<file path="src/lsc_pkg.sv">
/*
 Package for the supply-controller serial slave: address, register layout,
 output level codes and the carrier structs shared by the design files.
 Assumes nothing beyond a SystemVerilog-2012 compiler.
*/
package lsc_pkg;
	// Address and direction
	localparam logic [5:0] LSC_ADDR_HI = 6'h05;
	localparam int LSC_DIR_READ = 1;
	// Register reset value
	localparam logic [7:0] LSC_REG_RST = 8'h00;
	// Write field positions
	localparam int LSC_W_CUR_STYLE = 7;
	localparam int LSC_W_TONE_PATH = 6;
	localparam int LSC_W_TONE_CONT = 5;
	localparam int LSC_W_LLC = 4;
	localparam int LSC_W_VOLTAGE_SELECT = 3;
	localparam int LSC_W_EN = 2;
	localparam int LSC_W_ITHR = 1;
	localparam int LSC_W_AUX = 0;
	// Output level codes
	localparam logic [2:0] LSC_LVL_OFF = 3'h0;
	localparam logic [2:0] LSC_LVL_13V4 = 3'h1;
	localparam logic [2:0] LSC_LVL_18V5 = 3'h2;
	localparam logic [2:0] LSC_LVL_14V4 = 3'h3;
	localparam logic [2:0] LSC_LVL_19V5 = 3'h4;
	localparam logic [2:0] LSC_LVL_22V = 3'h5;

	typedef struct packed {
		logic min_current_fault;
		logic voltage_fault;
		logic tone_fault;
		logic over_temp_flag;
		logic overload_flag;
	} lsc_diag_t;

	typedef struct packed {
		logic [2:0] level;
		logic power_on;
		logic main_output_on;
		logic tone_output_on;
		logic tone_active;
		logic static_limit;
		logic high_min_thresh;
	} lsc_ctrl_t;

	// Decode of a sampled two-wire bus pair into edge/condition events
	typedef struct packed {
		logic scl_rise;
		logic scl_fall;
		logic start;
		logic stop;
		logic sda;
	} lsc_bus_ev_t;
endpackage

</file>
<file path="src/lsc_bus_sync.sv">
/*
 Synchroniser and event finder for the two bus pins and the address pin.
 Assumes pins are asynchronous to SYS_CLK_IN and the bus clock is far slower.
*/
`timescale 1ns/1ns
`default_nettype none
module lsc_bus_sync import lsc_pkg::*; (
	input wire logic clk_in,
	input wire logic rst_in,
	input wire logic scl_in,
	input wire logic sda_in,
	input wire logic addr_sel_in,
	output lsc_bus_ev_t ev_out,
	output logic addr_sel_out
);
	logic [1:0] scl_s_r, scl_s_nxt;
	logic [1:0] sda_s_r, sda_s_nxt;
	logic [1:0] adr_s_r, adr_s_nxt;
	logic scl_d_r, scl_d_nxt;
	logic sda_d_r, sda_d_nxt;

	always_comb begin
		scl_s_nxt = {scl_s_r[0], scl_in};
		sda_s_nxt = {sda_s_r[0], sda_in};
		adr_s_nxt = {adr_s_r[0], addr_sel_in};
		scl_d_nxt = scl_s_r[1];
		sda_d_nxt = sda_s_r[1];
	end

	always_ff @(posedge clk_in) begin
		if (rst_in) begin
			scl_s_r <= 2'h3;
			sda_s_r <= 2'h3;
			adr_s_r <= 2'h0;
			scl_d_r <= 1'b1;
			sda_d_r <= 1'b1;
		end else begin
			scl_s_r <= scl_s_nxt;
			sda_s_r <= sda_s_nxt;
			adr_s_r <= adr_s_nxt;
			scl_d_r <= scl_d_nxt;
			sda_d_r <= sda_d_nxt;
		end
	end

	// Only second stages and their delayed copies feed the decode
	always_comb begin
		ev_out.scl_rise = scl_s_r[1] & ~scl_d_r;
		ev_out.scl_fall = ~scl_s_r[1] & scl_d_r;
		ev_out.start = scl_s_r[1] & scl_d_r & sda_d_r & ~sda_s_r[1];
		ev_out.stop = scl_s_r[1] & scl_d_r & ~sda_d_r & sda_s_r[1];
		ev_out.sda = sda_s_r[1];
	end
	assign addr_sel_out = adr_s_r[1];
endmodule
`default_nettype wire

</file>
<file path="src/lsc_ctrl_decode.sv">
/*
 Decodes the control byte into power, level, tone and limit controls.
 Assumes a registered control byte and a registered tone gate level.
*/
`timescale 1ns/1ns
`default_nettype none
module lsc_ctrl_decode import lsc_pkg::*; (
	input wire logic [7:0] ctrl_in,
	input wire logic tone_gate_in,
	output lsc_ctrl_t ctrl_out
);
	logic en;

	always_comb begin
		en = ctrl_in[LSC_W_EN];
		// Enable low masks every other control bit
		ctrl_out.power_on = en;
		ctrl_out.main_output_on = en;
		ctrl_out.tone_output_on = en & ctrl_in[LSC_W_TONE_PATH];
		// Continuous tone or gated by the tone gate pin
		ctrl_out.tone_active = en & ctrl_in[LSC_W_TONE_PATH] &
			(ctrl_in[LSC_W_TONE_CONT] | tone_gate_in);
		ctrl_out.static_limit = en & ctrl_in[LSC_W_CUR_STYLE];
		ctrl_out.high_min_thresh = en & ctrl_in[LSC_W_ITHR];
		// Level choice; aux forces the top level
		if (!en) begin
			ctrl_out.level = LSC_LVL_OFF;
		end else if (ctrl_in[LSC_W_AUX]) begin
			ctrl_out.level = LSC_LVL_22V;
		end else begin
			unique case ({ctrl_in[LSC_W_LLC], ctrl_in[LSC_W_VOLTAGE_SELECT]})
				2'b00: ctrl_out.level = LSC_LVL_13V4;
				2'b01: ctrl_out.level = LSC_LVL_18V5;
				2'b10: ctrl_out.level = LSC_LVL_14V4;
				2'b11: ctrl_out.level = LSC_LVL_19V5;
			endcase
		end
	end
endmodule
`default_nettype wire

</file>
<file path="src/lsc_top.sv">
/*
 Two-wire serial slave holding the single system register of a satellite
 supply controller, with control decode and diagnostic readback.
 Assumes open-drain bus with external pull-ups; analog detectors deliver
 fault levels asynchronously, so they are synchronised here.
*/
// Contract
// - Device pulls data low on ninth clock
// - No acknowledge during undervoltage lockout
// - Start, address, data with acknowledges, stop
// - Address 000101X, low bit selects direction
// - Address bit X follows select pin
// - Write loads all eight control bits
// - Read returns faults, three settings, flags
// - Register clears to zero at power-on
// - Enable, aux, compensation, select pick level
// - Tone continuous or gated by input
// - Tone path switches tone output only; here it also gates TONE_ACTIVE_OUT
// - Style bit picks pulsed or static limit
// - Threshold bit picks low or high
// - Read shifts register out MSB first
// - Master acknowledge continues, nack ends read
// - Settings read back exactly as written
// - Diagnostic flags read one while fault
// - Temperature and overload flags mirror detectors
// - Monitor faults set when out of limits
// - Lockout ignores bus, holds register zero
`timescale 1ns/1ns
`default_nettype none
module lsc_top import lsc_pkg::*; (
	// Clock and reset
	input wire logic SYS_CLK_IN,
	input wire logic SYS_RST_IN,
	// Serial bus pins
	input wire logic SCL_IN,
	input wire logic SDA_IN,
	output logic SDA_OUT,
	output logic SDA_OE_N_OUT,
	input wire logic ADDR_SEL_IN,
	// Supply and detectors
	input wire logic UNDERVOLTAGE_LOCKOUT_IN,
	input wire logic TONE_GATE_IN,
	input wire logic MIN_CURRENT_FAULT_IN,
	input wire logic VOLTAGE_FAULT_IN,
	input wire logic TONE_FAULT_IN,
	input wire logic OVER_TEMP_IN,
	input wire logic OVERLOAD_IN,
	// Control outputs
	output logic [2:0] LEVEL_OUT,
	output logic POWER_ON_OUT,
	output logic MAIN_OUTPUT_ON_OUT,
	output logic TONE_OUTPUT_ON_OUT,
	output logic TONE_ACTIVE_OUT,
	output logic STATIC_LIMIT_OUT,
	output logic HIGH_MIN_THRESH_OUT
);
	typedef enum logic [2:0] {
		ST_IDLE = 3'b000,
		ST_ADDR = 3'b001,
		ST_WDATA = 3'b011,
		ST_RDATA = 3'b010,
		ST_ACK = 3'b110,
		ST_MACK = 3'b111,
		ST_WAIT = 3'b101
	} lsc_state_t;

	lsc_bus_ev_t ev;
	logic addr_sel;
	lsc_ctrl_t ctrl;
	lsc_diag_t diag;
	logic [6:0] async_s1_r, async_s2_r;
	logic undervoltage_lockout, tone_gate;

	lsc_bus_sync u_sync (
		.clk_in(SYS_CLK_IN),
		.rst_in(SYS_RST_IN),
		.scl_in(SCL_IN),
		.sda_in(SDA_IN),
		.addr_sel_in(ADDR_SEL_IN),
		.ev_out(ev),
		.addr_sel_out(addr_sel)
	);

	// Detector and gate levels come from analog, so two stages each
	always_ff @(posedge SYS_CLK_IN) begin
		if (SYS_RST_IN) begin
			async_s1_r <= 7'h00;
			async_s2_r <= 7'h00;
		end else begin
			async_s1_r <= {UNDERVOLTAGE_LOCKOUT_IN, TONE_GATE_IN, MIN_CURRENT_FAULT_IN,
				VOLTAGE_FAULT_IN, TONE_FAULT_IN, OVER_TEMP_IN, OVERLOAD_IN};
			async_s2_r <= async_s1_r;
		end
	end
	assign undervoltage_lockout = async_s2_r[6];
	assign tone_gate = async_s2_r[5];
	assign diag = async_s2_r[4:0];

	lsc_state_t state_r, state_nxt;
	logic [7:0] shift_r, shift_nxt;
	logic [2:0] bit_r, bit_nxt;
	logic rd_r, rd_nxt;
	logic sda_low_r, sda_low_nxt;
	logic [7:0] sysreg_r, sysreg_nxt;
	logic [7:0] rd_byte;

	function automatic logic addr_match(input logic [7:0] b, input logic x);
		return b[7:1] == {LSC_ADDR_HI, x};
	endfunction

	// Read image: faults, echoed settings, detector flags
	assign rd_byte = {diag.min_current_fault, diag.voltage_fault, diag.tone_fault,
		sysreg_r[LSC_W_LLC], sysreg_r[LSC_W_VOLTAGE_SELECT], sysreg_r[LSC_W_EN],
		diag.over_temp_flag, diag.overload_flag};

	always_comb begin
		state_nxt = state_r;
		shift_nxt = shift_r;
		bit_nxt = bit_r;
		rd_nxt = rd_r;
		sda_low_nxt = sda_low_r;
		sysreg_nxt = sysreg_r;
		// Lockout outranks START, so a sagging supply cannot be addressed
		if (undervoltage_lockout) begin
			// Lockout: bus ignored, register held at zero
			state_nxt = ST_IDLE;
			sda_low_nxt = 1'b0;
			sysreg_nxt = LSC_REG_RST;
		end else if (ev.start) begin
			state_nxt = ST_ADDR;
			bit_nxt = 3'h0;
			sda_low_nxt = 1'b0;
		end else if (ev.stop) begin
			state_nxt = ST_IDLE;
			sda_low_nxt = 1'b0;
		end else begin
			unique case (state_r)
				ST_IDLE, ST_WAIT: begin
				end
				ST_ADDR, ST_WDATA: begin
					if (ev.scl_rise) begin
						shift_nxt = {shift_r[6:0], ev.sda};
						bit_nxt = bit_r + 3'h1;
						if (bit_r == 3'h7) begin
							state_nxt = ST_ACK;
						end
					end
				end
				ST_ACK: begin
					// Pulled on the fall after the eighth bit, so the line is
					// already low when the ninth clock rises
					if (ev.scl_fall && !sda_low_r) begin
						sda_low_nxt = 1'b1;
					end else if (ev.scl_fall && sda_low_r) begin
						// Ninth clock done, release or start the read byte
						sda_low_nxt = 1'b0;
						bit_nxt = 3'h0;
						if (rd_r) begin
							shift_nxt = rd_byte;
							sda_low_nxt = ~rd_byte[7];
							state_nxt = ST_RDATA;
						end else begin
							state_nxt = ST_WDATA;
						end
					end
				end
				ST_RDATA: begin
					// Bit 7 stands from entry; each fall moves one bit on
					if (ev.scl_fall) begin
						bit_nxt = bit_r + 3'h1;
						if (bit_r == 3'h7) begin
							sda_low_nxt = 1'b0;
							state_nxt = ST_MACK;
						end else begin
							shift_nxt = {shift_r[6:0], 1'b0};
							sda_low_nxt = ~shift_r[6];
						end
					end
				end
				ST_MACK: begin
					// Master ack asks for another byte
					if (ev.scl_rise && ev.sda) begin
						state_nxt = ST_WAIT;
					end else if (ev.scl_fall) begin
						// Ack clock over: next byte starts with its MSB
						shift_nxt = rd_byte;
						sda_low_nxt = ~rd_byte[7];
						bit_nxt = 3'h0;
						state_nxt = ST_RDATA;
					end
				end
				default: state_nxt = ST_IDLE;
			endcase
		end
		// Byte acceptance at the eighth rising edge
		if (!undervoltage_lockout && !ev.start && !ev.stop && ev.scl_rise && bit_r == 3'h7 &&
				(state_r == ST_ADDR || state_r == ST_WDATA)) begin
			if (state_r == ST_ADDR) begin
				if (addr_match({shift_r[6:0], ev.sda}, addr_sel)) begin
					rd_nxt = (ev.sda == 1'(LSC_DIR_READ));
				end else begin
					state_nxt = ST_WAIT;
				end
			end else begin
				sysreg_nxt = {shift_r[6:0], ev.sda};
				rd_nxt = 1'b0;
			end
		end
		if (!undervoltage_lockout && state_r == ST_WAIT) begin
			sda_low_nxt = 1'b0;
		end
	end

	always_ff @(posedge SYS_CLK_IN) begin
		if (SYS_RST_IN) begin
			state_r <= ST_IDLE;
			shift_r <= 8'h00;
			bit_r <= 3'h0;
			rd_r <= 1'b0;
			sda_low_r <= 1'b0;
			sysreg_r <= LSC_REG_RST;
		end else begin
			state_r <= state_nxt;
			shift_r <= shift_nxt;
			bit_r <= bit_nxt;
			rd_r <= rd_nxt;
			sda_low_r <= sda_low_nxt;
			sysreg_r <= sysreg_nxt;
		end
	end

	// Open drain: only ever pulls low
	assign SDA_OUT = 1'b0;
	assign SDA_OE_N_OUT = ~sda_low_r;

	// Control decode of the register byte
	lsc_ctrl_decode u_dec (
		.ctrl_in(sysreg_r),
		.tone_gate_in(tone_gate),
		.ctrl_out(ctrl)
	);

	always_ff @(posedge SYS_CLK_IN) begin
		if (SYS_RST_IN) begin
			LEVEL_OUT <= LSC_LVL_OFF;
			POWER_ON_OUT <= 1'b0;
			MAIN_OUTPUT_ON_OUT <= 1'b0;
			TONE_OUTPUT_ON_OUT <= 1'b0;
			TONE_ACTIVE_OUT <= 1'b0;
			STATIC_LIMIT_OUT <= 1'b0;
			HIGH_MIN_THRESH_OUT <= 1'b0;
		end else begin
			// Over-temperature also shuts power blocks
			LEVEL_OUT <= diag.over_temp_flag ? LSC_LVL_OFF : ctrl.level;
			POWER_ON_OUT <= ctrl.power_on & ~diag.over_temp_flag;
			MAIN_OUTPUT_ON_OUT <= ctrl.main_output_on & ~diag.over_temp_flag;
			TONE_OUTPUT_ON_OUT <= ctrl.tone_output_on & ~diag.over_temp_flag;
			TONE_ACTIVE_OUT <= ctrl.tone_active & ~diag.over_temp_flag;
			STATIC_LIMIT_OUT <= ctrl.static_limit;
			HIGH_MIN_THRESH_OUT <= ctrl.high_min_thresh;
		end
	end

	a_uvl_no_ack: assert property (@(posedge SYS_CLK_IN) disable iff (SYS_RST_IN)
		$past(undervoltage_lockout) |-> SDA_OE_N_OUT) else $error("acknowledge during lockout");
	a_uvl_reg_zero: assert property (@(posedge SYS_CLK_IN) disable iff (SYS_RST_IN)
		undervoltage_lockout |=> sysreg_r == 8'h00) else $error("register not cleared in lockout");
	a_ack_low_held: assert property (@(posedge SYS_CLK_IN) disable iff (SYS_RST_IN)
		(state_r == ST_ACK && !SDA_OE_N_OUT && !ev.scl_fall && !undervoltage_lockout && !ev.start
		&& !ev.stop) |=> !SDA_OE_N_OUT) else $error("ack released early");
	a_wait_silent: assert property (@(posedge SYS_CLK_IN) disable iff (SYS_RST_IN)
		(state_r == ST_WAIT) |=> SDA_OE_N_OUT) else $error("drive while unaddressed");
	a_en_off_power: assert property (@(posedge SYS_CLK_IN) disable iff (SYS_RST_IN)
		!sysreg_r[LSC_W_EN] |=> !POWER_ON_OUT && LEVEL_OUT == LSC_LVL_OFF
		&& !TONE_ACTIVE_OUT) else $error("power with enable low");
	a_aux_top_level: assert property (@(posedge SYS_CLK_IN) disable iff (SYS_RST_IN)
		(sysreg_r[LSC_W_EN] && sysreg_r[LSC_W_AUX] && !diag.over_temp_flag)
		|=> LEVEL_OUT == LSC_LVL_22V) else $error("aux did not force top level");
	a_tone_cont: assert property (@(posedge SYS_CLK_IN) disable iff (SYS_RST_IN)
		(sysreg_r[7:5] == 3'b011 && sysreg_r[LSC_W_EN] && !diag.over_temp_flag)
		|=> TONE_ACTIVE_OUT) else $error("continuous tone missing");
	a_read_echo: assert property (@(posedge SYS_CLK_IN) disable iff (SYS_RST_IN)
		(state_r == ST_RDATA && $past(state_r) != ST_RDATA) |->
		shift_r[4:2] == $past(sysreg_r[4:2])) else $error("readback mismatch");
	a_rd_msb_first: assert property (@(posedge SYS_CLK_IN) disable iff (SYS_RST_IN)
		(state_r == ST_ACK && rd_r && sda_low_r && ev.scl_fall && !undervoltage_lockout && !ev.start
		&& !ev.stop) |=> SDA_OE_N_OUT == rd_byte[7] || $changed(rd_byte))
		else $error("read msb not first");
endmodule
`default_nettype wire

</file>
<file path="config.mk">
export PLATFORM = sky130hd
export DESIGN_NAME = lsc_top
export DESIGN_NICKNAME = d
export VERILOG_FILES = /design/src/lsc_pkg.sv /design/src/lsc_bus_sync.sv /design/src/lsc_ctrl_decode.sv /design/src/lsc_top.sv
export SDC_FILE = /design/constraint.sdc
export NUM_CORES = 1
export LEC_CHECK = 0
export ABC_AREA = 1
export BUFFER_PORTS_ARGS = -buffer_cell sky130_fd_sc_hd__buf_4
export CAP_MARGIN = 20
export CORE_MARGIN = 5
export CORE_UTILIZATION = 55
export CTS_CLUSTER_DIAMETER = 100
export DETAILED_ROUTE_END_ITERATION = 10
export PLACE_DENSITY = 0.75
export SETUP_SLACK_MARGIN = 0.2
export SLEW_MARGIN = 20
export SYNTH_ARGS = -nofsm -noshare
export SYNTH_HDL_FRONTEND = slang
export SYNTH_SLANG_ARGS = --single-unit
</file>
<file path="constraint.sdc">
create_clock -name SYS_CLK_IN -period 2.12 [get_ports SYS_CLK_IN]
set_input_delay 0.212 -clock SYS_CLK_IN [delete_from_list [all_inputs] [get_ports SYS_CLK_IN]]
set_output_delay 0.212 -clock SYS_CLK_IN [all_outputs]
set_load 0.01 [all_outputs]
</file>
==> flow_results.org <==
** Detailed routing
- First DRT Iteration DRCs :: 188
- The detailed router put a total of 1960 microns of wire on met1.
- Wires add up to 4100 microns.
- Average detailed-routed wire length per instance :: 10.9 microns
- Met3 layer wire length in the routed design :: 245 microns
- DRC violation count after routing :: 0
- Avg Vias per Cell :: 4.88
- Number of nets with antenna violations after routing :: 0
- Before antenna repair, the detailed router went through 4 iterations.
- Top routing layer in use :: met4
- Via Count :: 1833
- Met2 WL :: 1810 microns

** Power
- P per Cell Area :: 718 nW/um^2
- Leakage power figure :: 1.15 nW
- The internal power of the cells totals 1.38 mW.
- For this design the total switching power over the nets is 414 uW.
- Net switching share of the total power :: 0.231
- Power share of the clock group :: 0.350
- Largest voltage drop on the vdd net :: 0.483 mV
- Combinational group share of total power :: 0.069
- Of the total power, registers draw 0.581.

** Clock network
- CTS HTree Levels :: 2
- Root Buffer :: clkbuf_8
- TritonCTS built the clock tree.
- Clock transition at path regs :: 0.09 ns
- TritonCTS created 5 clock buffers.
- The clock passes through at most 2 buffers.
- At the later pin of the worst-skew pair, clock insertion delay measures 0.31 ns.
- The tree built by TritonCTS fans out to 53 sinks.

** Floorplanning
- Height of the die :: 73.4 microns
- Starting density of the core :: 0.560
- From left edge to right edge, the die measures 73.4 microns.
- Die Footprint :: 5380 sq um
- In this run the count of I/O pins placed on the die edge is 23.
- The total area inside the core boundary comes to 3940 sq um.
- The floorplan has 23 rows.

** Worst setup path
- Among the stages of the critical path, the cell type that occurs most often is ha_1.
- Critical path data required time :: 2.32 ns
- For the worst setup path, the data arrival time is 1.86 ns.
- Along the worst path, the maximum fanout reaches 16.
- CP Buf/Inv Count :: 0
- Nature of the critical path startpoint :: flip-flop
- STA classifies the critical path endpoint as a flip-flop.
- Among cell families on the critical path, the largest total delay comes from simple AND/OR/NAND/NOR gates.
- Largest stage delay, worst path :: 0.36 ns
- Cell breakdown of the critical path :: ha_1, ha_1, nand3_1, nor2_1, nand2_2, o21ai_0, a21oi_1
- Worst path slowest cell :: dfxtp_1
- Path type of the worst setup path :: flip-flop to flip-flop

** Synthesis
- Top-area cell type share of the netlist area :: 0.480
- After synthesis the netlist holds a flip-flop and latch count of 53.
- For this run, asynchronously set or reset flops after synthesis account for 0.
- Cell area after synthesis :: 2210 sq um
- Among all cell types in the netlist, the one instantiated most often is nand2_1.
- Share of synthesized area occupied by flip-flops and latches :: 0.480
- Yosys cell types :: 30
- Sorting the synthesized cells by area gives the leading types as dfxtp_1, nand2_1, nor2_1.
- Post-synth EDFFs :: 0
- Number of nets in the synthesized netlist :: 322
- Synthesis handed over a netlist of 305 instances.
- Post-Synthesis Mean Instance Area :: 7.24 sq um
- Most instantiated flip-flop cell in the synthesis netlist :: dfxtp_1
- In the synthesized netlist, the cells that appear most often are nand2_1, dfxtp_1, nor2_1.
- Warning count from the yosys run :: 0
- The largest total area in the synthesized netlist belongs to dfxtp_1.

** STA
- The max-slew violation count was 0.
- Top achievable clock speed :: 0.601 GHz
- Clock Skews :: 0.00436 ns
- After routing, the total negative slack on setup checks comes to 0 ns.
- Counting I/O delays and the setup requirement, the final critical path takes 1.66 ns.
- Setup repair after global routing left no endpoint under its margin.
- Once routing completed, OpenROAD measured the worst setup slack at 0.456 ns.
- Setup violations remaining at the end of the flow were counted as 0.
- The hold violation total from the final report was 0.
- In the finished design, the share of the clock period the worst path needs comes to 0.785.

** Cells and area
- The area growth from synthesis to layout is 13.0%.
- Multi-input combinational cell area :: 917 sq um
- Total of fill cells in the finished design :: 349
- Total area of sequential cells :: 1060 sq um
- 0 antenna diodes ended up in the layout.
- The final layout contains 342 nets.
- In the final layout, the share of cells above drive strength 1 is 0.147.

** Global routing
- Pin count of the biggest net entering global routing :: 27
- Antenna violations before repair :: 0
- Via count of the first global-routing pass :: 1613
- The first global-routing pass estimated 7140 microns of wire.
- Residual overflow from global routing :: 0
- GRT Overall Usage :: 0.173

** Outcome
- The flow ran to the end, and the final reports show no timing, DRC or antenna violations.

** Place
- Detailed-placement wirelength estimate :: 2900 microns
- Buffers on Ports :: 21
- Final GP Congestion :: 0.947
- OpenSTA, run right after detailed placement, puts the worst setup slack at 0.349 ns.

** Flow run
- Maximum Capacitance Violations :: 0

** Min path
- Path class of the lowest-slack min-delay path :: primary input to flip-flop
[layout make-up]
| class | count | share of cell area |
|---|---|---|
| clock inverter | 1 | 0.00351 |
| inverter | 47 | 0.0707 |
| sequential | 53 | 0.425 |
| timing repair buffer | 23 | 0.0692 |
| clock buffer | 7 | 0.0386 |
| multi-input combinational | 195 | 0.368 |
| tap | 50 | 0.0251 |
[stage by stage]
step,util,power (mW),instances,instance area (sq um),hold slack (ns)
6_report,0.633,1.79,376,2490,0.0820
3_3_place_gp,0.606,1.18,368,2390,0.389
3_5_place_dp,0.606,1.19,368,2390,0.392
5_1_grt,0.633,1.87,376,2490,0.0639
2_1_floorplan,-,1.15,305,2210,0.316
4_1_cts,0.632,1.82,376,2490,0.0714
[metal layers]
layer	vias to the layer above	track usage
li1	971	-
met1	804	0.232
met2	50	0.260
met3	8	0.0451
met4	0	0.0785
met5	-	0
[path summary, 6_finish.rpt]
kind                startpoint                end  slack, ns  depth (start not counted)
max                   bit_r[0]        sysreg_r[1]       0.46                          7
min                     SDA_IN  u_sync.sda_s_r[0]       0.08                          2
max reg2reg           bit_r[0]        sysreg_r[1]       0.46                          7
min reg2reg  u_sync.adr_s_r[0]  u_sync.adr_s_r[1]       0.40                          2
[registers in the layout (all words and copies together), names as in the netlist]
signal	count
sysreg_r	8
async_s1_r	7
async_s2_r	7
shift_r	7
LEVEL_OUT	3
bit_r	3
state_r	3
u_sync.adr_s_r	2
u_sync.scl_s_r	2
u_sync.sda_s_r	2
HIGH_MIN_THRESH_OUT	1
MAIN_OUTPUT_ON_OUT	1
STATIC_LIMIT_OUT	1
TONE_ACTIVE_OUT	1
TONE_OUTPUT_ON_OUT	1
rd_r	1
sda_low_r	1
u_sync.scl_d_r	1
u_sync.sda_d_r	1
[cell usage in the layout, fill, tap and decap left out]
cell,count
nor2_2,4
a21oi_1,16
nand2_1,62
inv_6,1
dfxtp_1,53
o31ai_1,1
ha_1,5
nand2_2,2
clkinv_1,1
o21ai_1,7
nor2_4,1
inv_2,4
o21ai_0,16
nand4_1,5
nand2_4,1
nand3_2,1
and2_1,1
nand3_1,7
nor4_1,1
o21bai_1,1
nor3_1,3
a31oi_1,1
or2_2,4
o21a_1,1
inv_1,42
nor2_1,53
o22ai_1,1
conb_1,1
buf_4,23
clkbuf_8,7
[power groups by stage]
stage	sequential (mW)	clock [mW]	combinational, mW
floorplan	1.06	0	0.0919
global placement	1.06	0	0.121
detailed placement	1.06	0	0.123
CTS	1.04	0.651	0.124
global route	1.05	0.683	0.145
finish	1.04	0.627	0.124
[repair_timing]
action                                  4_1_cts  5_1_grt
hold buffers                                  0        0
endpoints found under the setup margin        0        8
buffers inserted                              0        0
resized for setup                             0        1
[cell families (layout without fill, tap and decap cells)]
group	after synthesis	in the layout	synth area share
simple gates	145	145	0.280
buf+inv	57	78	0.105
other cells	1	1	0.00170
flops	53	53	0.480
fa+ha+maj	5	5	0.0283
compound gates	44	44	0.104
No activity file was read; power rests on OpenSTA's default activity.
